**src/design/dacc_map.svh**
```systemverilog
// register offsets, reset values, field positions and timing counts of the converter control
`ifndef DACC_MAP_SVH
`define DACC_MAP_SVH
`define DACC_OFS_DATA0 2'h0
`define DACC_OFS_DATA1 2'h1
`define DACC_OFS_CTRL 2'h2
`define DACC_OFS_STBY 2'h3
`define DACC_RST_DATA 8'h00
`define DACC_RST_CTRL 8'h1F
`define DACC_RST_STBY 8'hFE
`define DACC_CTRL_OE1 7
`define DACC_CTRL_OE0 6
`define DACC_CTRL_JOINT 5
`define DACC_CTRL_FIXED 8'h1F
`define DACC_STBY_RETAIN 0
`define DACC_STBY_FIXED 8'hFE
`define DACC_CONV_TIME_NS 10000
`define DACC_CLK_PERIOD_NS 50
`define DACC_CONV_CYCLES (`DACC_CONV_TIME_NS / `DACC_CLK_PERIOD_NS)
`endif

```
**src/design/dacc_pkg.sv**
```systemverilog
// types shared by the converter control
package dacc_pkg;
	typedef logic [1:0] dacc_addr_t;
	typedef logic [7:0] dacc_byte_t;
	typedef enum logic [1:0]
	{
		DACC_IDLE = 2'b01,
		DACC_CONV = 2'b10
	} dacc_state_e;
	typedef struct packed
	{
		dacc_state_e st;
		logic [15:0] cnt;
		logic valid;
		dacc_byte_t result;
	} dacc_chan_s;
	typedef struct packed
	{
		dacc_byte_t data0;
		dacc_byte_t data1;
		logic oe1;
		logic oe0;
		logic joint;
		logic retain;
		dacc_byte_t rdata;
		logic stby_d;
		dacc_chan_s ch0;
		dacc_chan_s ch1;
		logic pin0_oe;
		logic pin1_oe;
		logic [1:0] sw_s;
		logic [1:0] hw_s;
	} dacc_state_s;
endpackage

```
**src/design/dacc_top.sv**
```systemverilog
// two-channel 8-bit converter control: registers, conversion timing, pin direction, standby
//
// Implementation choices: strobed register access and the register offsets.
`timescale 1ns/1ps
`include "dacc_map.svh"
module dacc_top
#(
	parameter int CONV_CYCLES = `DACC_CONV_CYCLES
)
(
	input wire logic clk_i,
	input wire logic rst_n_i,
	input wire dacc_pkg::dacc_addr_t addr_i,
	input wire dacc_pkg::dacc_byte_t wdata_i,
	input wire logic wr_i,
	input wire logic rd_i,
	output logic [7:0] rdata_o,
	input wire logic sw_standby_i,
	input wire logic hw_standby_i,
	output logic [7:0] analog_out_pin0_o,
	output logic analog_out_pin0_oe_o,
	output logic analog_out_pin0_valid_o,
	output logic [7:0] analog_out_pin1_o,
	output logic analog_out_pin1_oe_o,
	output logic analog_out_pin1_valid_o,
	output logic [1:0] conv_active_o
);
	import dacc_pkg::*;

	// the timer is 16 bits wide and needs at least one cycle
	if (CONV_CYCLES < 1 || CONV_CYCLES > 65535)
	begin : g_bad_conv
		$error("CONV_CYCLES out of range");
	end

	localparam logic [15:0] CONV_LAST = 16'(CONV_CYCLES - 1);

	dacc_state_s q;
	dacc_state_s next_q;
	logic sw_stby;
	logic hw_stby;
	logic run0;
	logic run1;
	logic out_keep;

	// next state of one channel's conversion timer and result hold
	function automatic dacc_chan_s chan_step(input dacc_chan_s c, input logic run,
		input logic restart, input dacc_byte_t data);
		dacc_chan_s n;
		n = c;
		if (!run)
		begin
			n.st = DACC_IDLE;
			n.cnt = 16'h0000;
			n.valid = 1'b0;
		end
		else if (c.st == DACC_IDLE || restart)
		begin
			// start or restart on new data; old result held, valid cleared
			n.st = DACC_CONV;
			n.cnt = 16'h0000;
			n.valid = 1'b0;
		end
		else
		begin
			case (c.st)
				DACC_CONV:
				begin
					if (c.cnt == CONV_LAST)
					begin
						n.valid = 1'b1;
						n.result = data;
					end
					else if (!c.valid)
						n.cnt = c.cnt + 16'h0001;
				end
				default:
					n.st = DACC_IDLE;
			endcase
		end
		return n;
	endfunction

	assign sw_stby = q.sw_s[1];
	assign hw_stby = q.hw_s[1];

	always_comb
	begin
		logic enter;
		logic clear_regs;
		logic chg0;
		logic chg1;
		enter = 1'b0;
		clear_regs = 1'b0;
		chg0 = 1'b0;
		chg1 = 1'b0;
		next_q = q;
		next_q.sw_s = {q.sw_s[0], sw_standby_i};
		next_q.hw_s = {q.hw_s[0], hw_standby_i};
		next_q.stby_d = sw_stby;
		enter = sw_stby && !q.stby_d;
		clear_regs = hw_stby || (enter && !q.retain);

		if (wr_i && !hw_stby && !sw_stby)
		begin
			case (addr_i)
				`DACC_OFS_DATA0:
				begin
					chg0 = (wdata_i != q.data0);
					next_q.data0 = wdata_i;
				end
				`DACC_OFS_DATA1:
				begin
					chg1 = (wdata_i != q.data1);
					next_q.data1 = wdata_i;
				end
				`DACC_OFS_CTRL:
				begin
					// low bits are fixed and not stored
					next_q.oe1 = wdata_i[`DACC_CTRL_OE1];
					next_q.oe0 = wdata_i[`DACC_CTRL_OE0];
					next_q.joint = wdata_i[`DACC_CTRL_JOINT];
				end
				`DACC_OFS_STBY:
					next_q.retain = wdata_i[`DACC_STBY_RETAIN];
				default:
					next_q.retain = q.retain;
			endcase
		end
		if (clear_regs)
		begin
			next_q.data0 = `DACC_RST_DATA;
			next_q.data1 = `DACC_RST_DATA;
			next_q.oe1 = 1'b0;
			next_q.oe0 = 1'b0;
			next_q.joint = 1'b0;
		end
		if (hw_stby)
			next_q.retain = 1'b0;

		next_q.rdata = 8'h00;
		if (rd_i)
		begin
			case (addr_i)
				`DACC_OFS_DATA0:
					next_q.rdata = q.data0;
				`DACC_OFS_DATA1:
					next_q.rdata = q.data1;
				`DACC_OFS_CTRL:
					next_q.rdata = {q.oe1, q.oe0, q.joint, 5'h1F};
				default:
					next_q.rdata = {7'h7F, q.retain};
			endcase
		end

		// joint mode runs both channels when either enable is set
		run0 = q.oe0 || (q.joint && q.oe1);
		run1 = q.oe1 || (q.joint && q.oe0);
		next_q.ch0 = chan_step(q.ch0, run0, chg0, next_q.data0);
		next_q.ch1 = chan_step(q.ch1, run1, chg1, next_q.data1);
		if (chg0)
			next_q.ch0.result = q.ch0.result;
		if (chg1)
			next_q.ch1.result = q.ch1.result;

		out_keep = !hw_stby && (!sw_stby || q.retain);
		next_q.pin0_oe = next_q.oe0 && out_keep;
		next_q.pin1_oe = next_q.oe1 && out_keep;
	end

	always_ff @(posedge clk_i or negedge rst_n_i)
	begin
		if (!rst_n_i)
		begin
			q <= '0;
			q.data0 <= `DACC_RST_DATA;
			q.data1 <= `DACC_RST_DATA;
			q.retain <= 1'b0;
			q.ch0.st <= DACC_IDLE;
			q.ch1.st <= DACC_IDLE;
		end
		else
			q <= next_q;
	end

	assign rdata_o = q.rdata;
	assign analog_out_pin0_o = q.ch0.result;
	assign analog_out_pin1_o = q.ch1.result;
	assign analog_out_pin0_valid_o = q.ch0.valid;
	assign analog_out_pin1_valid_o = q.ch1.valid;
	assign analog_out_pin0_oe_o = q.pin0_oe;
	assign analog_out_pin1_oe_o = q.pin1_oe;
	assign conv_active_o = {q.ch1.st == DACC_CONV, q.ch0.st == DACC_CONV};
endmodule

```
**config.mk**
```make
export PLATFORM = sky130hd
export DESIGN_NAME = dacc_top
export DESIGN_NICKNAME = d
export VERILOG_FILES = /design/src/design/dacc_pkg.sv /design/src/design/dacc_top.sv
export VERILOG_INCLUDE_DIRS = /design/src /design/src/design
export SDC_FILE = /design/constraint.sdc
export NUM_CORES = 1
export LEC_CHECK = 0
export BUFFER_PORTS_ARGS = -buffer_cell sky130_fd_sc_hd__clkbuf_2
export CAP_MARGIN = 20
export CORE_ASPECT_RATIO = 1.5
export CORE_MARGIN = 1.5
export CORE_UTILIZATION = 55
export DETAILED_ROUTE_END_ITERATION = 7
export HOLD_SLACK_MARGIN = 0.05
export PLACE_DENSITY_LB_ADDON = 0.25
export SYNTH_ARGS = -nofsm -noshare
export SYNTH_HDL_FRONTEND = slang
export SYNTH_SLANG_ARGS = --single-unit
```
**constraint.sdc**
```tcl
create_clock -name clk_i -period 2.6 [get_ports clk_i]
set_input_delay 0.52 -clock clk_i [delete_from_list [all_inputs] [get_ports clk_i]]
set_output_delay 0.52 -clock clk_i [all_outputs]
set_load 0.05 [all_outputs]
```
==> impl_summary.md, run 1 <==
Route
Once detail routing completed, the nets flagged for antenna violations numbered 0. The routed via count divided by cell count is around 5.5. The number of DRC violations after detailed-routing iteration 0 is 123. The overall routed net length is 8.43 mm.

The routed wirelength normalized by instance count is 15.9 um. The number of vias in the routed layout is between 2000 and 3000. The first-pass detailed-route iteration total is 4. The number of remaining DRC errors is 0.

Clock network
The maximum count of clock buffers along a single path is 2. The post-CTS repair timing setup buffer count is 0. The clock tree root driver cell is sky130_fd_sc_hd__clkbuf_16.

The total CTS buffers is 9. The tree built by TritonCTS fans out to 89 sinks. The clock input transition at the sequential cells of the worst setup and hold paths is around 0.06 ns. The clock tree from TritonCTS is built. The number of buffers added to fix hold violations after cts is 0. The clock tree synthesis step divided the H-tree into 3 levels. The quantity of gates resized following cts is 0. The source-to-sink clock delay at the later pin of the worst-skew pair is 0.34 ns.

Worst setup path
The startpoint identified for the worst register-to-register timing path is hw_stby. Broken down by cell family, the worst path's largest delay share belongs to simple AND/OR/NAND/NOR gates. The kind of critical path is reg -> reg.

The endpoint kind of the worst setup timing path is a register. The required time of the critical path is roughly 2.8 ns. The most common cell type on the critical path is sky130_fd_sc_hd__or3b_1. Walking the worst path, the cells encountered are or3b_1 -> or3b_1 -> a41o_1 -> nor3b_4 -> buf_4 -> mux2_4. For flop-to-flop paths, the worst setup slack is 0.26 ns. The worst register-to-register path ends at analog_out_pin1_o[6]. The delay of the slowest cell on the worst path is approximately 0.44 ns. Among all stages on the critical path, the largest delay is contributed by sky130_fd_sc_hd__or3b_1. STA classifies the critical path startpoint as a register. For the worst setup path, the data arrival time is 2.56 ns. The biggest fanout along the worst timing path is 8. The length in cells of the worst reg-to-reg path is 6. Counting both buffers and inverters, the worst setup path holds a total of 1.

Synthesis
The fraction of the mapped netlist area in compound gates is between 4 and 5%. After synthesis, the largest family of logic cells by area is simple AND/OR/NAND/NOR gates. Ranked by total cell area, the synthesized netlist is headed by sky130_fd_sc_hd__dfrtp_1 50%, sky130_fd_sc_hd__nor2_1 5.2%, sky130_fd_sc_hd__xnor2_1 4.6%, sky130_fd_sc_hd__xor2_1 4.6%, sky130_fd_sc_hd__mux2i_1 4.6%.

The XOR/XNOR share of the synthesized area is 9.26%. In this run, synthesis produced a sequential element count of 89. The synthesized netlist devotes 0.575% of its cell area to adder and majority cells. Summed over its instances, the top area cell type makes up 50.0% of the synthesized netlist area. The post-synthesis area per instance is 11.1 um^2. The synthesized design contains 0 enable-type register cells. The main flop type after synthesis is sky130_fd_sc_hd__dfrtp_1. The distinct cell type count after synthesis is 45. Of the total synthesized cell area, the portion taken by AND, OR, NAND and NOR gates is 17.4%.

The synthesized netlist net count is 410. The cell area that synthesis handed to floorplanning was 4350 um^2. The cell count after synthesis came out at 392. After synthesis, the share of cell area in mux cells is 11.5%. Counting flops with an async set or reset pin after synthesis yields a share of 100%. The share of synthesized area occupied by flip-flops and latches is 51.2%. The biggest area consumer among synthesized cells is sky130_fd_sc_hd__dfrtp_1.

The count of yosys warnings during synthesis is 0.

Cells and area
Leaving out fill and tap cells, the most frequent cells in the layout are 87 x sky130_fd_sc_hd__dfrtp_1, 60 x sky130_fd_sc_hd__nor2_1, 44 x sky130_fd_sc_hd__clkbuf_2. The library cell used most frequently in the layout, excluding fill and tap cells, is sky130_fd_sc_hd__dfrtp_1. The filler cells instantiated in the layout total 641. The relative area change from synthesis to final layout is 11.4%. The multi-input combinational cells in the finished layout cover a total of 1880 um^2.

The end-of-flow core utilization is between 60% and 70%. After the last flow step, the layout net total stands at roughly 440. In the final layout, flip-flops and latches occupy 2230 um^2. Cells with a size suffix above 1 make up between 20 and 25% of the layout.

The number of antenna diodes in the final layout is 0.

Pwr
Registers are responsible for 49.6% of the overall power. Internal power comes to 0.00222 W. Of the total power, the share spent switching nets is 22.1%. The power per standard cell area is just under 600 nW/um^2.

The combinational power share is about 5.7%. For this design the static power due to leakage is 2.26 nW. After layout, the design draws a total of 0.00285 W. Across the VDD grid, the largest voltage drop is 0.466 mV. The clock power share is 44.8%. Summed over all nets, the switching power comes to 0.000630 W.

Floorplanning
The floorplan step set the die width to ~76 um. The die is 112 um tall. During I/O placement, the number of pins put on the boundary was 46.

After floorplanning, the core was sized to cover ~7700 um^2. The starting density of the core is 56.8%. The die covers 8470 um^2. The cell row count is 39.

GRT
The total overflow left after global routing is 0. The number of antenna violations at the first check in global routing is 0. The all-layer global routing usage is 22.1%.

The number of global-route vias before repair is 2870. The first global-routing pass estimated 14.1 mm of wire. Entering global routing, the biggest net connects 54 pins.

Run status
The flow ran to the end, and the final reports show no timing, DRC or antenna violations.

Placed design
The final RePlAce weighted congestion is roughly 0.86. The detailed placer's ending HPWL is 5.86 mm. The count of buffers added on input and output ports is 45.

Timing
In this run the tightest slew margin relative to its limit is 56.1%. Between clock sinks in the finished design, the worst skew comes to 0.00504 ns. The final critical delay including setup and external delays is 2.34 ns. The final-report max-slew violation count is 0.

At the pin with the least slew margin, the transition time is around 0.66 ns. The number of hold-slack violations in the final timing report is 0. The number of failing setup endpoints in the final timing report is 0. The minimum hold slack is 0.125 ns. Setup repair after global routing left no endpoint under its margin. The share of the clock period used by the worst path after layout is 89.9%. Derived from the worst setup path, the maximum achievable clock frequency is 0.428 GHz. The final-layout setup total negative slack is 0 ns.

Job
The tool flagged a number of max-cap violations equal to 0.

Min path
The type of the most critical hold path is in -> async.
[metal layers]
layer	part of all wire, %	up-vias	global-route usage [%]
li1	-	1395	-
met1	46	1436	30.2
met2	49	75	33.7
met3	3.5	13	4.34
met4	2.1	0	9.76
met5	0	-	0
[registers in the layout (all words and copies together) (netlist names)]
name,cells
next_q,3
analog_out_pin0_oe_o,1
analog_out_pin0_o,8
analog_out_pin1_o,8
hw_stby,1
q,57
rdata_o,8
analog_out_pin0_valid_o,1
analog_out_pin1_oe_o,1
analog_out_pin1_valid_o,1
[through the flow]
step,setup WS [ns],instance area [um^2],std cells
3_5_place_dp,0.149,4560,514
6_report,0.262,4850,530
5_1_grt,0.201,4850,530
3_3_place_gp,0.169,4560,514
2_1_floorplan,0.324,4350,392
4_1_cts,0.259,4850,530
[kinds of logic (layout without fill, tap and decap cells)]
family,Yosys count,in the layout
XOR/XNOR,46,46
buffers and inverters,39,75
adder cells (fa/ha/maj),2,2
AO/OA/AOI/OAI,24,24
multiplexers,44,44
flip-flops,89,89
AND/OR/NAND/NOR,148,148
[layout make-up]
class | instances | share of cell area [%]
sequential | 89 | 46.0
tap | 102 | 2.63
multi-input combinational | 264 | 38.7
clock buffer | 13 | 5.16
clock inverter | 3 | 0.826
timing repair buffer | 54 | 6.35
inverter | 5 | 0.387
[how the worst max path moves through the flow]
stage	start	endpoint	slack, ns	cells past startpoint
2_1_floorplan	wr_i	analog_out_pin1_o[0]	0.32	6
3_3_place_gp	wr_i	analog_out_pin1_o[5]	0.17	7
3_5_place_dp	wr_i	analog_out_pin1_o[1]	0.15	7
4_1_cts	hw_stby	analog_out_pin1_o[6]	0.26	6
5_1_grt	hw_stby	analog_out_pin1_o[6]	0.20	6
6_report	hw_stby	analog_out_pin1_o[6]	0.26	6
[power by group through the flow]
stage	combinational [W]	sequential [W]	clock [W]
after global routing	0.000176	0.00141	0.00136
after detailed placement	0.000163	0.00144	0
final	0.000161	0.00141	0.00128
after global placement	0.000162	0.00144	0
after floorplan	0.000105	0.00144	0
after CTS	0.000164	0.00141	0.00130
[Yosys cell counts, types with 2 or more instances]
cell type	count
sky130_fd_sc_hd__dfrtp_1	87
sky130_fd_sc_hd__nor2_1	60
sky130_fd_sc_hd__buf_4	24
sky130_fd_sc_hd__xnor2_1	23
sky130_fd_sc_hd__xor2_1	23
sky130_fd_sc_hd__mux2i_1	20
sky130_fd_sc_hd__mux2_2	16
sky130_fd_sc_hd__nand2_1	16
sky130_fd_sc_hd__nand3_1	14
sky130_fd_sc_hd__nand4_1	14
sky130_fd_sc_hd__nor3_1	11
sky130_fd_sc_hd__mux2_4	8
sky130_fd_sc_hd__and3_1	6
sky130_fd_sc_hd__clkbuf_1	6
sky130_fd_sc_hd__inv_1	5
sky130_fd_sc_hd__o21a_1	5
sky130_fd_sc_hd__a21oi_1	4
sky130_fd_sc_hd__o221a_2	4
sky130_fd_sc_hd__a21o_1	3
sky130_fd_sc_hd__nand2b_1	3
sky130_fd_sc_hd__nor2b_1	3
sky130_fd_sc_hd__nor4_1	3
sky130_fd_sc_hd__o21ai_0	3
sky130_fd_sc_hd__or3b_1	3
sky130_fd_sc_hd__and2_1	2
sky130_fd_sc_hd__and4_1	2
sky130_fd_sc_hd__buf_2	2
sky130_fd_sc_hd__dfstp_2	2
sky130_fd_sc_hd__ha_1	2
sky130_fd_sc_hd__nor3b_1	2
sky130_fd_sc_hd__or4_4	2
No activity file was read; power rests on OpenSTA's default activity.
==> run 2: changes to the inputs <==
==> constraint.sdc (replaced) <==
create_clock -name clk_i -period 2.7 [get_ports clk_i]
set_input_delay 0.54 -clock clk_i [delete_from_list [all_inputs] [get_ports clk_i]]
set_output_delay 0.54 -clock clk_i [all_outputs]
set_load 0.05 [all_outputs]
==> run 2 against run 1 <==
Wire length fell by 2.5%. Critical endpoint unchanged. Worst setup slack improved by 0.11 ns. Register-to-register slack improved by 0.11 ns. Total power down 7.5%. Die area stayed put. Combinational power decreased by 3%. Largest cell class unchanged.
==> impl_summary.md, run 2 (synthesis results as in run 1) <==
Cells and area
The library cell used most frequently in the layout, excluding fill and tap cells, is sky130_fd_sc_hd__dfrtp_1. The number of standard cells in the layout, taps in and fillers out was 531 (+0.19%). In the layout the commonest cells are 87 x sky130_fd_sc_hd__dfrtp_1, 60 x sky130_fd_sc_hd__nor2_1, 44 x sky130_fd_sc_hd__clkbuf_2. Compared with the post-synthesis result, the final layout area differs by 11.2%.

The total inserted antenna cells is 0 (unchanged). Counting flops per register, the top entry is q. The final net count came to 443 (+0.45%). The filler cell count in the final layout is 619 (-3.4%). The share of final-layout standard cells stronger than drive strength 1 is 24.5% (+0.41 points).

The number of flip-flops under the largest register name is 57 (unchanged).

Job
The max-cap violation count is 0 (unchanged).

Worst setup path
The required time of the critical path was 2.92 ns (+0.10 ns). The endpoint arrival time on the critical path was 2.55 ns (about the same). The kind of critical path is reg -> reg.

The worst register-to-register path begins at hw_stby. The biggest fanout along the worst timing path is 8 (unchanged). The worst setup path is captured at a register. The launch point of the worst path is hw_stby.

The length in cells of the worst reg-to-reg path is 6 (unchanged). The worst setup path is launched from a register.

Timing
The final-report max-slew violation count is 0 (unchanged). The worst relative slew slack is 58.1% (+1.9 points). The number of failing setup endpoints in the final timing report is 0 (unchanged). The maximum clock rate is 0.429 GHz (+0.36%). The final-layout setup total negative slack came to 0 ns (unchanged). The share of the clock period used by the worst path after layout is 86.3% (-3.6 points). Setup repair after global routing left no endpoint under its margin. The clock skew is 0.00457 ns (-0.000468 ns).

The final critical delay including setup and external delays is 2.33 ns (-0.00829 ns). The number of hold-slack violations in the final timing report came to 0 (unchanged). The transition time at the pin with the least slew margin is 0.629 ns (-0.0292 ns).

Route
The number of remaining DRC errors was 0 (unchanged). The routed via count divided by cell count is 5.45 (-0.97%). The overall routed net length came to 8.23 mm (-2.5%). The routed wirelength normalized by instance count was 15.5 um (-2.7%). The remaining number of nets flagged by the antenna check after routing is 0 (unchanged). The number of vias in the routed layout is 2896 (-0.79%).

The routed length on met1 is 3.72 mm (-3.4%). The highest metal layer carrying signal wires in the routed design is met4. The number of DRC violations after detailed-routing iteration 0 is 174 (+41%).

The met3 wirelength from detailed routing came to 249 um (-15%). The first-pass detailed-route iteration total was 4 (unchanged). The wire length on met2 is 4.11 mm (-0.19%).

Clock network
The number of buffers added to fix hold violations after cts was 0 (unchanged). The quantity of gates resized following cts is 0 (unchanged). The clock input transition at the sequential cells of the worst setup and hold paths is 0.06 ns (about the same). The maximum count of clock buffers along a single path was 2 (unchanged).

The clock tree root driver cell is sky130_fd_sc_hd__clkbuf_16. The source-to-sink clock delay at the later pin of the worst-skew pair is 0.34 ns (about the same). The maximum level of the CTS H-tree was 3 (unchanged). The post-CTS repair timing setup buffer count is 0 (unchanged). The number of sinks handled by clock tree synthesis was 89 (unchanged). The total CTS buffers is 9 (unchanged). The clock tree from TritonCTS is built.

GRT
The all-layer global routing usage is 21.8% (-0.26 points). The number of antenna violations at the first check in global routing was 0 (unchanged). The maximum number of pins on one net before global-route repair is 37 (-31%). The global-route wire length before repair is 14.0 mm (-1.0%). The sum of overflow across all layers after global routing came to 0 (unchanged). The number of global-route vias before repair is 2966 (+3.3%).

Placed design
The number of placed instances with taps included is 516 (+0.39%). The number of port buffers is 45 (unchanged). The detailed placer's ending HPWL is 5.97 mm (+1.8%). The final RePlAce weighted congestion is 0.818 (-4.6%).

Pwr
The static power due to leakage is 2.26 nW (-0.27%). The power per standard cell area is 545 nW/um^2 (-7.3%). The worst IR drop on VDD was 0.370 mV (-21%).

Floorplanning
The cell row count is 39 (unchanged). The overall die height is 112 um (unchanged). The area enclosed by the die boundary is 8470 um^2 (unchanged).

The number of top-level design ports was 46 (unchanged). The die width is 75.6 um (unchanged). The starting density of the core is 56.8% (unchanged). The area of the core region is 7660 um^2 (unchanged).

Min path
The type of the most critical hold path is in -> async.

Run status
The flow ran to the end, and the final reports show no timing, DRC or antenna violations.
-- run 2: changes by cell type in the layout (fill, tap and decap cells not counted), sizes merged --
cell	previous run	this run
bufinv	1	0
buf	10	12
clkinvlp	0	1
clkbuf	57	56
-- run 2: final cells by class --
class / instances / area, um^2 / area share [%]
sequential: 89 / 2230 / 46.1
tap: 102 / 128 / 2.64
multi-input combinational: 264 / 1880 / 38.8
inverter: 5 / 18.8 / 0.388
timing repair buffer: 56 / 323 / 6.67
clock buffer: 12 / 246 / 5.09
clock inverter: 3 / 17.5 / 0.362
-- run 2: power by group --
group / total (W) / switching, W / internal [W]
Clock: 0.00112 / 0.000480 / 0.000640
Combinational: 0.000156 / 0.000107 / 0.0000487
Sequential: 0.00136 / 0.00000972 / 0.00135
-- run 2: layer usage --
metal / vias to the layer above / track usage (%)
li1: 1398 / -
met1: 1432 / 29.3
met2: 52 / 34.1
met3: 14 / 4.71
met4: 0 / 8.57
met5: - / 0
-- run 2: final timing paths --
path	end	slack, ns
hold / removal	analog_out_pin0_oe_o	0.15
hold reg to reg	hw_stby	0.36
max in group asynchronous	analog_out_pin0_o[5]	1.89
min in group clk_i	next_q[3]	0.31
setup reg to reg	analog_out_pin1_o[6]	0.37
setup / recovery	analog_out_pin1_o[6]	0.37
-- run 2: worst max-delay path, stage by stage (launching register included) --
cell                      delay (ns)
sky130_fd_sc_hd__dfrtp_1        0.43
sky130_fd_sc_hd__or3b_1         0.42
sky130_fd_sc_hd__or3b_1         0.43
sky130_fd_sc_hd__a41o_1         0.26
sky130_fd_sc_hd__nor3b_4        0.16
sky130_fd_sc_hd__buf_4          0.20
sky130_fd_sc_hd__mux2_4         0.31
-- run 2: through the flow --
stage               utilization, %  hold WS (ns)  power [W]  setup WS, ns  instance area (um^2)
floorplan                        -         0.244    0.00148         0.404                  4350
global placement              59.7         0.344    0.00154         0.252                  4570
detailed placement            59.7         0.339    0.00154         0.219                  4570
CTS                           63.2         0.162    0.00267         0.375                  4840
global route                  63.2         0.176    0.00274         0.293                  4840
finish                        63.2         0.154    0.00264         0.370                  4840
==> run 3: changes to the inputs <==
==> constraint.sdc (replaced) <==
create_clock -name clk_i -period 2.7 [get_ports clk_i]
set_input_delay 0.81 -clock clk_i [delete_from_list [all_inputs] [get_ports clk_i]]
set_output_delay 0.81 -clock clk_i [all_outputs]
set_load 0.05 [all_outputs]
==> run 3 against run 2 <==
Maximum frequency increased by 0.29%. First-iteration DRC count fell by 9.8%. Sequential power barely moved. Largest power group unchanged. Highest routed layer unchanged.
==> impl_summary.md, run 3 (synthesis results as in run 1) <==
Cells and area
The most common cell after layout, fill and taps aside is sky130_fd_sc_hd__dfrtp_1. Counting flops per register, the top entry is q. The final net count is 444 (+0.23%).

The number of flip-flops under the largest register name is 57 (unchanged). The total inserted antenna cells came to 0 (unchanged). The share of final-layout standard cells stronger than drive strength 1 was 24.8% (+0.35 points). The post-layout instance area is 4880 um^2 (+0.91%).

In the layout the commonest cells are 87 x sky130_fd_sc_hd__dfrtp_1, 60 x sky130_fd_sc_hd__nor2_1, 44 x sky130_fd_sc_hd__clkbuf_2. The relative area change from synthesis to final layout is 12.2%.

GRT
The layer with the highest usage after global routing is met2. The number of global-route vias before repair came to 2952 (-0.47%). The all-layer global routing usage was 21.6% (-0.29 points). The met1 capacity usage during global routing is 28.6% (-0.74 points). The number of antenna violations at the first check in global routing is 0 (unchanged). The met2 demand-to-capacity share in global routing is 33.8% (-0.29 points). The global-route wire length before repair was 13.8 mm (-1.4%). The sum of overflow across all layers after global routing is 0 (unchanged). The met3 routing resource usage after global routing is 4.52% (-0.18 points). The maximum number of pins on one net before global-route repair is 44 (+19%).

Pwr
The combinational power share came to 5.9% (about the same). The power share of the sequential group is 51.0% (-0.6 points). The proportion of total power due to net switching came to 22.4% (-0.26 points).

The clock power share came to 43.1% (+0.6 points). The design internal power is 0.00207 W (+1.4%). The power per standard cell area was 546 nW/um^2 (+0.20%).

The static power due to leakage was 2.28 nW (+1.1%). The total chip power is 0.00267 W (+1.1%). The worst IR drop on VDD came to 0.340 mV (-8.1%). The net switching power was 0.000597 W (about the same).

Route
The routed via count divided by cell count is 5.43 (-0.48%). The remaining number of nets flagged by the antenna check after routing came to 0 (unchanged). The overall routed net length is 8.24 mm (+0.22%). The number of remaining DRC errors is 0 (unchanged).

The routed wirelength normalized by instance count is 15.5 um (-0.16%). The number of DRC violations after detailed-routing iteration 0 is 157 (-9.8%). The number of vias in the routed layout is 2893 (-0.10%). The first-pass detailed-route iteration total was 5 (+1).

Worst setup path
The required time of the critical path came to 2.93 ns (about the same). In this run the critical register-to-register path is launched from q[26]. The biggest fanout along the worst timing path is 8 (unchanged). The launch point of the worst path is wr_i. The nature of the critical path startpoint is a primary input.

The critical path buffer and inverter count is 2 (+1). The delay of the slowest cell on the worst path was 0.41 ns (-0.02 ns). The kind of critical path is in -> reg.

Walking the worst path, the cells encountered are clkbuf_2 -> or3b_1 -> or3b_1 -> a41o_1 -> nor3b_4 -> buf_12 -> mux2_4. The most common cell type on the critical path is sky130_fd_sc_hd__or3b_1. The kind of cell with the highest combined delay along the critical path is simple AND/OR/NAND/NOR gates. The endpoint kind of the worst setup timing path is a register. The endpoint arrival time on the critical path is 2.55 ns (about the same). For this design, the slowest cell found on the critical path is sky130_fd_sc_hd__or3b_1.

Clock network
The maximum level of the CTS H-tree was 3 (unchanged). The number of sinks handled by clock tree synthesis is 89 (unchanged). The maximum count of clock buffers along a single path is 2 (unchanged). The clock tree from TritonCTS is built.

The clock tree root driver cell is sky130_fd_sc_hd__clkbuf_16. The number of buffers added to fix hold violations after cts is 0 (unchanged). The source-to-sink clock delay at the later pin of the worst-skew pair came to 0.34 ns (about the same).

The quantity of gates resized following cts is 0 (unchanged). The clock input transition at the sequential cells of the worst setup and hold paths is 0.06 ns (about the same). The total CTS buffers is 9 (unchanged). The post-CTS repair timing setup buffer count came to 0 (unchanged).

Placed design
The final RePlAce weighted congestion is 0.845 (+3.3%). The post-place setup slack is 0.0404 ns (-0.179 ns). The number of port buffers is 45 (unchanged). The cell area after placement is 4610 um^2 (+0.71%). The detailed placer's ending HPWL came to 5.93 mm (-0.56%).

Timing
The share of the clock period used by the worst path after layout came to 86.0% (-0.25 points). The final-report max-slew violation count came to 0 (unchanged). The final-layout setup total negative slack is 0 ns (unchanged). The number of failing setup endpoints in the final timing report was 0 (unchanged). The final critical delay including setup and external delays is 2.32 ns (-0.00667 ns). The clock skew is 0.00513 ns (+0.000553 ns).

Setup repair after global routing left no endpoint under its margin. The worst relative slew slack came to 58.0% (-0.11 points). The transition time at the pin with the least slew margin is 0.624 ns (-0.00519 ns). The maximum clock rate was 0.430 GHz (+0.29%). The final worst slack came to 0.377 ns (+0.00668 ns). The number of hold-slack violations in the final timing report came to 0 (unchanged).

Floorplanning
The area of the core region came to 7660 um^2 (unchanged). The cell row count is 39 (unchanged). The overall die height was 112 um (unchanged). The die width came to 75.6 um (unchanged). The area enclosed by the die boundary is 8470 um^2 (unchanged). The number of top-level design ports was 46 (unchanged). The starting density of the core is 56.8% (unchanged).

Min path
The type of the most critical hold path is reg -> reg. The origin of the worst min-delay path is next_q[1].

Run status
The flow ran to the end, and the final reports show no timing, DRC or antenna violations.

Job
The max-cap violation count came to 0 (unchanged).
[run 3: worst paths after layout]
check	to	cells after the start	slack (ns)
worst max-delay path	analog_out_pin1_o[6]	7	0.38
worst min-delay path	hw_stby	0	0.35
worst max register to register	analog_out_pin1_o[6]	6	0.45
worst min register to register	hw_stby	0	0.35
max in group asynchronous	q[31]	2	1.61
min in group asynchronous	rdata_o[1]	1	0.45
[run 3: cell type report]
cell class | instances | area (um^2)
fill | 638 | 2780
sequential | 89 | 2230
multi-input combinational | 264 | 1880
timing repair buffer | 57 | 355
clock buffer | 13 | 260
tap | 102 | 128
inverter | 5 | 18.8
clock inverter | 3 | 15.0
[run 3: routing by layer]
metal	vias to the layer above	part of all wire [%]	routed length [um]
met5	-	0	0
met4	0	1.8	146
met1	1425	45	3670
met2	58	51	4160
li1	1398	-	-
met3	12	3.1	259
[run 3: through the flow]
step	hold WS [ns]	cells	utilization (%)
6_report	0.351	533	63.7
5_1_grt	0.367	533	63.7
4_1_cts	0.351	533	63.7
3_5_place_dp	0.344	517	60.1
3_3_place_gp	0.344	517	60.1
2_1_floorplan	0.331	392	-
[run 3: worst register-to-register path: stages (launching register included)]
cell and delay [ns]:
sky130_fd_sc_hd__dfrtp_1 0.44, sky130_fd_sc_hd__or4_4 0.58, sky130_fd_sc_hd__nor4_2 0.23, sky130_fd_sc_hd__nand2_1 0.16
sky130_fd_sc_hd__nor3b_4 0.25, sky130_fd_sc_hd__buf_12 0.17, sky130_fd_sc_hd__mux2_4 0.30
[run 3: power groups by stage]
stage	logic [W]	clock network (W)	registers [W]
2_1_floorplan	0.000101	0	0.00138
3_5_place_dp	0.000159	0	0.00138
3_3_place_gp	0.000158	0	0.00138
6_report	0.000157	0.00115	0.00136
4_1_cts	0.000160	0.00118	0.00136
5_1_grt	0.000172	0.00123	0.00136
